==> src/hdl/csb_consts.vh <==
// constants for the config sideband and legacy interrupt block
`ifndef CSB_CONSTS_VH
`define CSB_CONSTS_VH
`define CSB_BUS_W 8
`define CSB_DEV_W 5
`define CSB_FUNC_W 3
`define CSB_CMD_W 6
`define CSB_DEVCTL_W 15
`define CSB_LNKCTL_W 8
`define CSB_CMD_INTDIS 5
`define CSB_CMD_SERR 4
`define CSB_CMD_PERR 3
`define CSB_CMD_BME 2
`define CSB_CMD_MEM 1
`define CSB_CMD_IO 0
`define CSB_BUS_RST 8'h00
`define CSB_DEV_RST 5'h00
`define CSB_FUNC_RST 3'h0
`define CSB_CMD_RST 6'h00
`define CSB_DEVCTL_RST 15'h0000
`define CSB_LNKCTL_RST 8'h00
`define CSB_REQ_RST 1'h1
`define CSB_DIS_RST 1'h0
`define CSB_STAT_RST 1'h0
`define CSB_STAT_SET 1'h1
`define CSB_STAT_CLR 1'h0
`define CSB_MSG_IDLE 1'h0
`define CSB_EDGE_FALL 1'h1
`define CSB_EDGE_RISE 1'h0
`endif

==> src/hdl/csb_sideband.v <==
// config sideband export and legacy interrupt message generation
`timescale 1ns/1ps
`include "csb_consts.vh"
// Behaviour
// - export bus, device, function of last cfg write
// - export six command register bits
// - mirror device control bits fourteen to zero
// - mirror link control bits seven to zero
// - falling request emits assert, sets status
// - rising request emits deassert, clears status
// - interrupt disable set for two cycles in a row suppresses messages, not status
module csb_sideband (
  input wire ref_clk,
  input wire rst,
  input wire cfg_wr_stb,
  input wire [`CSB_BUS_W-1:0] cfg_wr_bus,
  input wire [`CSB_DEV_W-1:0] cfg_wr_dev,
  input wire [`CSB_FUNC_W-1:0] cfg_wr_func,
  input wire [`CSB_CMD_W-1:0] cmd_reg_in,
  input wire [`CSB_DEVCTL_W-1:0] dev_ctl_in,
  input wire [`CSB_LNKCTL_W-1:0] lnk_ctl_in,
  input wire int_req_n,
  output wire [`CSB_BUS_W-1:0] bus_num,
  output wire [`CSB_DEV_W-1:0] dev_num,
  output wire [`CSB_FUNC_W-1:0] func_num,
  output wire [`CSB_CMD_W-1:0] cmd_reg_out,
  output wire [`CSB_DEVCTL_W-1:0] dev_ctl_out,
  output wire [`CSB_LNKCTL_W-1:0] lnk_ctl_out,
  output wire int_status,
  output wire msg_assert_intx,
  output wire msg_deassert_intx
);
  // ************************************
  // local reset values
  // ************************************
  localparam [`CSB_CMD_W-1:0] CMD_RST = `CSB_CMD_RST;
  localparam [`CSB_DEVCTL_W-1:0] DEVCTL_RST = `CSB_DEVCTL_RST;
  localparam [`CSB_LNKCTL_W-1:0] LNKCTL_RST = `CSB_LNKCTL_RST;

  // ************************************
  // decode functions
  // ************************************
  // edge between samples
  function req_edge;
    input prev_n;
    input cur_n;
    input to_low;
    begin
      req_edge = (prev_n != cur_n) & (cur_n != to_low);
    end
  endfunction

  function msg_block;
    input dis_now;
    input dis_prev;
    begin
      msg_block = dis_now & dis_prev;
    end
  endfunction

  // ************************************
  // declarations
  // ************************************
  reg int_req_n_r;
  wire int_req_n_nxt;
  reg intdis_r;
  wire intdis_nxt;
  wire intdis_now;
  wire msg_block_w;
  wire fall_w;
  wire rise_w;
  reg int_status_r;
  reg int_status_nxt;
  reg msg_assert_r;
  reg msg_assert_nxt;
  reg msg_deassert_r;
  reg msg_deassert_nxt;
  reg [`CSB_BUS_W-1:0] bus_num_r;
  reg [`CSB_BUS_W-1:0] bus_num_nxt;
  reg [`CSB_DEV_W-1:0] dev_num_r;
  reg [`CSB_DEV_W-1:0] dev_num_nxt;
  reg [`CSB_FUNC_W-1:0] func_num_r;
  reg [`CSB_FUNC_W-1:0] func_num_nxt;
  reg [`CSB_CMD_W-1:0] cmd_reg_r;
  wire [`CSB_CMD_W-1:0] cmd_reg_nxt;
  reg [`CSB_DEVCTL_W-1:0] dev_ctl_r;
  wire [`CSB_DEVCTL_W-1:0] dev_ctl_nxt;
  reg [`CSB_LNKCTL_W-1:0] lnk_ctl_r;
  wire [`CSB_LNKCTL_W-1:0] lnk_ctl_nxt;
  genvar g;

  // ************************************
  // request sampling
  // ************************************
  // sample every rising edge
  assign int_req_n_nxt = int_req_n;

  always @(posedge ref_clk) begin
    if (rst) begin
      int_req_n_r <= `CSB_REQ_RST;
    end else begin
      int_req_n_r <= int_req_n_nxt;
    end
  end

  assign fall_w = req_edge(int_req_n_r, int_req_n, `CSB_EDGE_FALL);
  assign rise_w = req_edge(int_req_n_r, int_req_n, `CSB_EDGE_RISE);

  // ************************************
  // interrupt disable history
  // ************************************
  assign intdis_now = cmd_reg_r[`CSB_CMD_INTDIS];
  assign intdis_nxt = intdis_now;

  always @(posedge ref_clk) begin
    if (rst) begin
      intdis_r <= `CSB_DIS_RST;
    end else begin
      intdis_r <= intdis_nxt;
    end
  end

  assign msg_block_w = msg_block(intdis_now, intdis_r);

  // ************************************
  // interrupt status
  // ************************************
  // status follows edges
  always @* begin
    int_status_nxt = int_status_r;
    if (fall_w) begin
      int_status_nxt = `CSB_STAT_SET;
    end else if (rise_w) begin
      int_status_nxt = `CSB_STAT_CLR;
    end
  end

  always @(posedge ref_clk) begin
    if (rst) begin
      int_status_r <= `CSB_STAT_RST;
    end else begin
      int_status_r <= int_status_nxt;
    end
  end

  // ************************************
  // interrupt messages
  // ************************************
  always @* begin
    msg_assert_nxt = `CSB_MSG_IDLE;
    msg_deassert_nxt = `CSB_MSG_IDLE;
    if (!msg_block_w) begin
      msg_assert_nxt = fall_w;
      msg_deassert_nxt = rise_w;
    end
  end

  always @(posedge ref_clk) begin
    if (rst) begin
      msg_assert_r <= `CSB_MSG_IDLE;
      msg_deassert_r <= `CSB_MSG_IDLE;
    end else begin
      msg_assert_r <= msg_assert_nxt;
      msg_deassert_r <= msg_deassert_nxt;
    end
  end

  // ************************************
  // configuration write capture
  // ************************************
  // capture on cfg write
  always @* begin
    bus_num_nxt = bus_num_r;
    dev_num_nxt = dev_num_r;
    func_num_nxt = func_num_r;
    if (cfg_wr_stb) begin
      bus_num_nxt = cfg_wr_bus;
      dev_num_nxt = cfg_wr_dev;
      func_num_nxt = cfg_wr_func;
    end
  end

  always @(posedge ref_clk) begin
    if (rst) begin
      bus_num_r <= `CSB_BUS_RST;
      dev_num_r <= `CSB_DEV_RST;
      func_num_r <= `CSB_FUNC_RST;
    end else begin
      bus_num_r <= bus_num_nxt;
      dev_num_r <= dev_num_nxt;
      func_num_r <= func_num_nxt;
    end
  end

  // ************************************
  // command bits
  // ************************************
  // command bits out
  generate
    for (g = 0; g < `CSB_CMD_W; g = g + 1) begin : g_cmd
      assign cmd_reg_nxt[g] = cmd_reg_in[g];
    end
  endgenerate

  always @(posedge ref_clk) begin
    if (rst) begin
      cmd_reg_r <= CMD_RST;
    end else begin
      cmd_reg_r <= cmd_reg_nxt;
    end
  end

  // ************************************
  // control register mirrors
  // ************************************
  // device control mirror
  assign dev_ctl_nxt = dev_ctl_in;

  always @(posedge ref_clk) begin
    if (rst) begin
      dev_ctl_r <= DEVCTL_RST;
    end else begin
      dev_ctl_r <= dev_ctl_nxt;
    end
  end

  assign lnk_ctl_nxt = lnk_ctl_in;

  always @(posedge ref_clk) begin
    if (rst) begin
      lnk_ctl_r <= LNKCTL_RST;
    end else begin
      lnk_ctl_r <= lnk_ctl_nxt;
    end
  end

  // ************************************
  // outputs
  // ************************************
  assign bus_num = bus_num_r;
  assign dev_num = dev_num_r;
  assign func_num = func_num_r;
  assign cmd_reg_out = cmd_reg_r;
  assign dev_ctl_out = dev_ctl_r;
  assign lnk_ctl_out = lnk_ctl_r;
  assign int_status = int_status_r;
  assign msg_assert_intx = msg_assert_r;
  assign msg_deassert_intx = msg_deassert_r;
endmodule

==> config.mk <==
export PLATFORM = sky130hd
export DESIGN_NAME = csb_sideband
export DESIGN_NICKNAME = d
export VERILOG_FILES = /design/src/hdl/csb_sideband.v
export VERILOG_INCLUDE_DIRS = /design/src /design/src/hdl
export SDC_FILE = /design/constraint.sdc
export NUM_CORES = 1
export LEC_CHECK = 0
export ABC_AREA = 1
export BUFFER_PORTS_ARGS = -buffer_cell sky130_fd_sc_hd__buf_4
export CORE_UTILIZATION = 38
export CTS_CLUSTER_DIAMETER = 150
export DETAILED_ROUTE_END_ITERATION = 12
export PLACE_DENSITY = 0.74
export RECOVER_POWER = 25
export SLEW_MARGIN = 20
export SYNTH_ARGS = -nofsm -noshare
export SYNTH_HDL_FRONTEND = slang
export SYNTH_SLANG_ARGS = --single-unit
==> constraint.sdc <==
create_clock -name ref_clk -period 0.84 [get_ports ref_clk]
set_input_delay 0.084 -clock ref_clk [delete_from_list [all_inputs] [get_ports ref_clk]]
set_output_delay 0.084 -clock ref_clk [all_outputs]
set_load 0.01 [all_outputs]
==> results.py, run 1 <==
metrics = {
    "outcome": {
        "status": "finished with violations",
        "failed_checks": "negative setup slack",
    },
    "sta": {
        "drv_slew": 0,
        "finalHoldViolations": 0,
        "relSlewSlack": 0.788,
        "hold_slack_ns": 0.0287,
        "finalSetupViolCount": 1,
        "rsz0062_at_grt": "yes",
        "fin_crit_ns": 0.844,
        "tightest_slew_ns": 0.317,
        "fin_skew_ns": 0.000617,
        "fin_ws_ns": -0.00387,
        "max_freq_mhz": 1190,
        "finalCritPeriodShare": 1.00,
    },
    "setup_path": {
        "crit_buf_inv": 1,
        "worst_setup_path_end_kind": "output port",
        "crit_path_max_incr_delay_ns": 0.34,
        "crit_family": "flip-flops",
        "cp.arrival_ns": 0.76,
        "crit_chain": "buf_4",
        "crit_required_ns": 0.76,
        "critical_path.slowest_cell": "dfxtp_1",
        "crit_fanout": 1,
        "cp-start-kind": "flip-flop",
        "critPathKind": "reg2out",
    },
    "logic_synthesis": {
        "synth.top_cell.area_share": 0.607,
        "yosysTopAreaCell": "dfxtp_1",
        "synth.cell_area_mm2": 0.00165,
        "synth.avg_cell_area_um2": 7.70,
        "yosysWarnings": 0,
        "yosysSeqAreaShare": 0.607,
        "syn_inst": 214,
        "synth_seq_cells": 50,
        "synth.distinct_cells": 8,
        "syn_nets": 265,
        "synth_area_leaders": "dfxtp_1, nor2_1, inv_1",
    },
    "cells_and_area": {
        "fillers": 278,
        "antenna_cells": 0,
        "fin_nets": 392,
        "syn2layout_area_growth_pct": 86.3,
        "drive_gt1_frac": 0.450,
    },
    "clocking": {
        "cts_root_buffer": "clkbuf_8",
        "cts_tree": "built",
        "numCtsBuffers": 5,
        "clkTransAtPathRegs_ns": 0.09,
        "clk_path_buf_depth": 2,
        "numClockSinks": 50,
        "clk_latency_ns": 0.30,
        "ctsHtreeMaxLevel": 2,
    },
    "grt": {
        "grt_max_degree": 33,
        "grt_util_met2": 0.359,
        "busiest_layer": "met2",
        "grt_pass1_vias": 1512,
        "grt_overflow": 0,
        "gr-usage-met1": 0.198,
        "antenna_found_initial": 0,
        "grt_use_met3": 0.0733,
        "grt_pass1_wl_um": 6470,
        "grt_use_total": 0.198,
    },
    "placed_design": {
        "hpwl_um": 2480,
        "gp_congestion": 0.697,
        "io_buffers": 96,
    },
    "power_and_ir_drop": {
        "peakVddDrop_uv": 1390,
        "power_leakage_uw": 0.00166,
        "cellPowerDensity_mw_per_mm2": 1790,
        "p_total_uw": 5500,
    },
    "die": {
        "fp.dieH_um": 67.9,
        "num_io_pins": 97,
        "row_count": 23,
        "fp.dieW_um": 67.9,
        "start_util": 0.403,
        "core-area_mm2": 0.00409,
        "die_area_mm2": 0.00460,
    },
    "drt": {
        "post_drt_wl_per_cell_um": 11.4,
        "ant_nets": 0,
        "route.vias.total": 1601,
        "post-route-drc-count": 0,
        "vias_per_cell": 4.08,
        "dr.pass1.iters": 4,
        "drtIter0Drc": 64,
        "routed_wl_um": 4470,
    },
    "job": {
        "maxCapViolCount": 0,
    },
    "worst_hold_path": {
        "hold_path.class": "in2reg",
    },
}
## routing by layer
metal	part of all wire	vias up
li1	-	840
met2	0.51	74
met3	0.098	7
met4	0.011	0
met1	0.38	680
met5	0	-
## layout make-up
cell class,count,area (um2),share of cell area
repair buffers,127,1190,0.388
well taps,50,62.6,0.0204
multi-input cells,105,427,0.139
clock buffers,5,68.8,0.0224
inverters,52,195,0.0636
clock inverters,3,68.8,0.0224
flip-flops and latches,50,1060,0.344
## sequential cells by signal, summed over array words and instances, names as in the netlist
signal / flops
msg_deassert_intx: 1
func_num: 3
dev_num: 5
bus_num: 8
int_status: 1
intdis_r: 1
cmd_reg_out: 6
int_req_n_r: 1
dev_ctl_out: 15
lnk_ctl_out: 8
msg_assert_intx: 1
## layout by cell type, fill, tap and decap left out, drive strengths merged
master / count
buf: 98
bufinv: 2
clkbuf: 5
clkinv: 1
dfxtp: 50
dlygate4sd3: 29
ha: 2
inv: 52
nand2: 37
nor2: 66
## stage by stage
step                      setup TNS [ns]  cells   util  area, um2  setup slack (ns)
after CTS                        -0.0475    392  0.740       3020           -0.0131
after global placement                 0    354  0.587       2400            0.0224
after detailed placement               0    354  0.587       2400            0.0164
after floorplan                        0    214      -       1650            0.0412
final                           -0.00387    392  0.751       3070          -0.00387
after global routing              -0.481    392  0.751       3070           -0.0348
## what timing repair did
item	CTS	global route
hold endpoints to repair	29	0
hold buffers	29	0
endpoints found under the setup margin	38	44
pin swaps	0	0
setup buffers	1	0
gates resized for setup	68	23
## final timing paths
kind | from | end | slack [ns] | cells past startpoint
worst max-delay path | dev_ctl_out[12]$_SDFF_PP0_ | dev_ctl_out[12] | -0.004 | 1
worst min-delay path | int_req_n | int_req_n_r$_SDFF_PP1_ | 0.03 | 3
worst max register to register | int_req_n_r$_SDFF_PP1_ | int_status$_SDFFE_PP0P_ | 0.01 | 4
worst min register to register | cmd_reg_out[5]$_SDFF_PP0_ | intdis_r$_SDFF_PP0_ | 0.45 | 2
## synth_stat cells, drive strengths merged
library cell  number
buf                7
dfxtp             50
nor2              66
ha                 2
nand2             37
inv               52
## power breakdown
part | switching, uW | total, uW | internal, uW
Clock | 789 | 1980 | 1190
Sequential | 81.1 | 2620 | 2540
Combinational | 347 | 901 | 554
Total | 1220 | 5500 | 4280
## logic make-up after synthesis
logic type | count (synthesis) | synth area share
simple gates | 103 | 0.235
flops | 50 | 0.607
buf+inv | 59 | 0.143
fa+ha+maj | 2 | 0.0152
Power figures use the tool's default switching activity.
==> run 2: changes to the inputs <==
- SKIP_LAST_GASP: unset -> 1
==> results.py, run 2 (synthesized netlist as in run 1, its figures left out) <==
metrics = {
    "power_and_ir_drop": {
        "cellPowerDensity_mw_per_mm2": 1790,
        "p_total_uw": 5490,
        "peakVddDrop_uv": 1390,
        "power_leakage_uw": 0.00166,
    },
    "placed_design": {
        "hpwl_um": 2480,
        "dp.cells": 354,
        "placement.setup.worst_slack_ns": 0.0164,
        "gp_congestion": 0.697,
        "io_buffers": 96,
    },
    "setup_path": {
        "critical_path.slowest_cell": "dfxtp_2",
        "critPathKind": "reg2out",
        "cp-start-kind": "flip-flop",
        "crit_chain": "buf_4",
        "cp.arrival_ns": 0.76,
        "crit_buf_inv": 1,
        "r2r_end": "int_status$_SDFFE_PP0P_",
        "crit_path_max_incr_delay_ns": 0.33,
        "rr_worst_depth": 4,
        "crit_family": "flip-flops",
        "r2r-start": "int_req_n_r$_SDFF_PP1_",
        "worst_setup_path_end_kind": "output port",
        "rrSetupSlack_ns": 0.01,
        "crit_fanout": 1,
        "crit_required_ns": 0.76,
    },
    "clocking": {
        "clk_path_buf_depth": 2,
        "numCtsBuffers": 5,
        "clk_latency_ns": 0.30,
        "ctsHtreeMaxLevel": 2,
        "clkTransAtPathRegs_ns": 0.09,
        "numClockSinks": 50,
        "cts_root_buffer": "clkbuf_8",
        "cts_tree": "built",
    },
    "drt": {
        "post_drt_wl_per_cell_um": 11.3,
        "routed_wl_um": 4450,
        "drtIter0Drc": 79,
        "vias_per_cell": 4.09,
        "route.vias.total": 1603,
        "post-route-drc-count": 0,
        "dr.pass1.iters": 4,
        "ant_nets": 0,
    },
    "die": {
        "fp.dieH_um": 67.9,
        "start_util": 0.403,
        "row_count": 23,
        "core-area_mm2": 0.00409,
        "die_area_mm2": 0.00460,
        "fp.dieW_um": 67.9,
        "num_io_pins": 97,
    },
    "grt": {
        "grt_overflow": 0,
        "antenna_found_initial": 0,
        "grt_max_degree": 33,
        "grt_pass1_vias": 1512,
        "grt_pass1_wl_um": 6470,
        "grt_use_total": 0.198,
    },
    "worst_hold_path": {
        "holdPathEnd": "int_req_n_r$_SDFF_PP1_",
        "whs_path_depth": 3,
        "min_from": "int_req_n",
        "hold_path.class": "in2reg",
    },
    "cells_and_area": {
        "stdcell_count": 392,
        "antenna_cells": 0,
        "final_cell_mix": "nor2_1, buf_4, inv_1",
        "fin_nets": 392,
        "drive_gt1_frac": 0.447,
        "largest_register_ff_count": 15,
        "final_common_cell": "nor2_1",
        "syn2layout_area_growth_pct": 86.0,
    },
    "outcome": {
        "status": "finished with violations",
        "failed_checks": "negative setup slack",
    },
    "sta": {
        "drv_slew": 0,
        "finalCritPeriodShare": 1.01,
        "relSlewSlack": 0.792,
        "max_freq_mhz": 1180,
        "finalSetupViolCount": 2,
        "fin_tns_setup_ns": -0.00844,
        "finalHoldViolations": 0,
        "fin_crit_ns": 0.845,
        "rsz0062_at_grt": "yes",
        "fin_skew_ns": 0.000622,
        "tightest_slew_ns": 0.311,
        "fin_ws_ns": -0.00467,
    },
    "job": {
        "maxCapViolCount": 0,
    },
}
[run 2: area by class of cell]
cell class / count / area (um2)
inverters: 52 / 195
well taps: 50 / 62.6
clock inverters: 3 / 68.8
clock buffers: 5 / 68.8
flip-flops and latches: 50 / 1060
multi-input cells: 105 / 424
fillers: 277 / 1020
repair buffers: 127 / 1190
[run 2: power by group]
group | switching [uW] | total [uW] | internal, uW
clock network | 788 | 1980 | 1190
logic | 344 | 893 | 549
registers | 81.2 | 2620 | 2540
[run 2: worst max-delay path by stage]
stage | startpoint | to | slack (ns) | cells after the start
6_report | lnk_ctl_out[3]$_SDFF_PP0_ | lnk_ctl_out[3] | -0.005 | 1
4_1_cts | cmd_reg_out[5]$_SDFF_PP0_ | cmd_reg_out[5] | -0.01 | 1
3_3_place_gp | int_req_n_r$_SDFF_PP1_ | int_status$_SDFFE_PP0P_ | 0.02 | 4
5_1_grt | dev_ctl_out[12]$_SDFF_PP0_ | dev_ctl_out[12] | -0.03 | 1
2_1_floorplan | int_req_n_r$_SDFF_PP1_ | int_status$_SDFFE_PP0P_ | 0.04 | 3
3_5_place_dp | int_req_n_r$_SDFF_PP1_ | int_status$_SDFFE_PP0P_ | 0.02 | 4
[run 2: metal layers]
layer,wire (um),vias up,track usage
met5,0,-,0
met4,51,0,0.0964
met3,434,7,0.0733
met2,2260,71,0.359
met1,1700,684,0.198
li1,-,841,-
[run 2: worst reg2reg max path, stage by stage (launching register included)]
cell	delay, ns
dfxtp_2	0.34
ha_4	0.26
nand2_1	0.04
nand2_1	0.05
nor2_1	0.04
[run 2: metrics by stage]
stage | utilization | hold WS (ns) | cell area (um2)
finish | 0.750 | 0.0277 | 3060
global route | 0.750 | 0.0321 | 3060
CTS | 0.740 | 0.0158 | 3020
detailed placement | 0.587 | 0.290 | 2400
global placement | 0.587 | 0.282 | 2400
floorplan | - | 0.184 | 1650
[run 2: repair_timing]
item / in CTS / in global routing
resized for setup: 68 / 21
setup endpoints to repair: 38 / 44
endpoints found under the hold margin: 29 / 0
hold buffers: 29 / 0
buffers inserted: 1 / 0
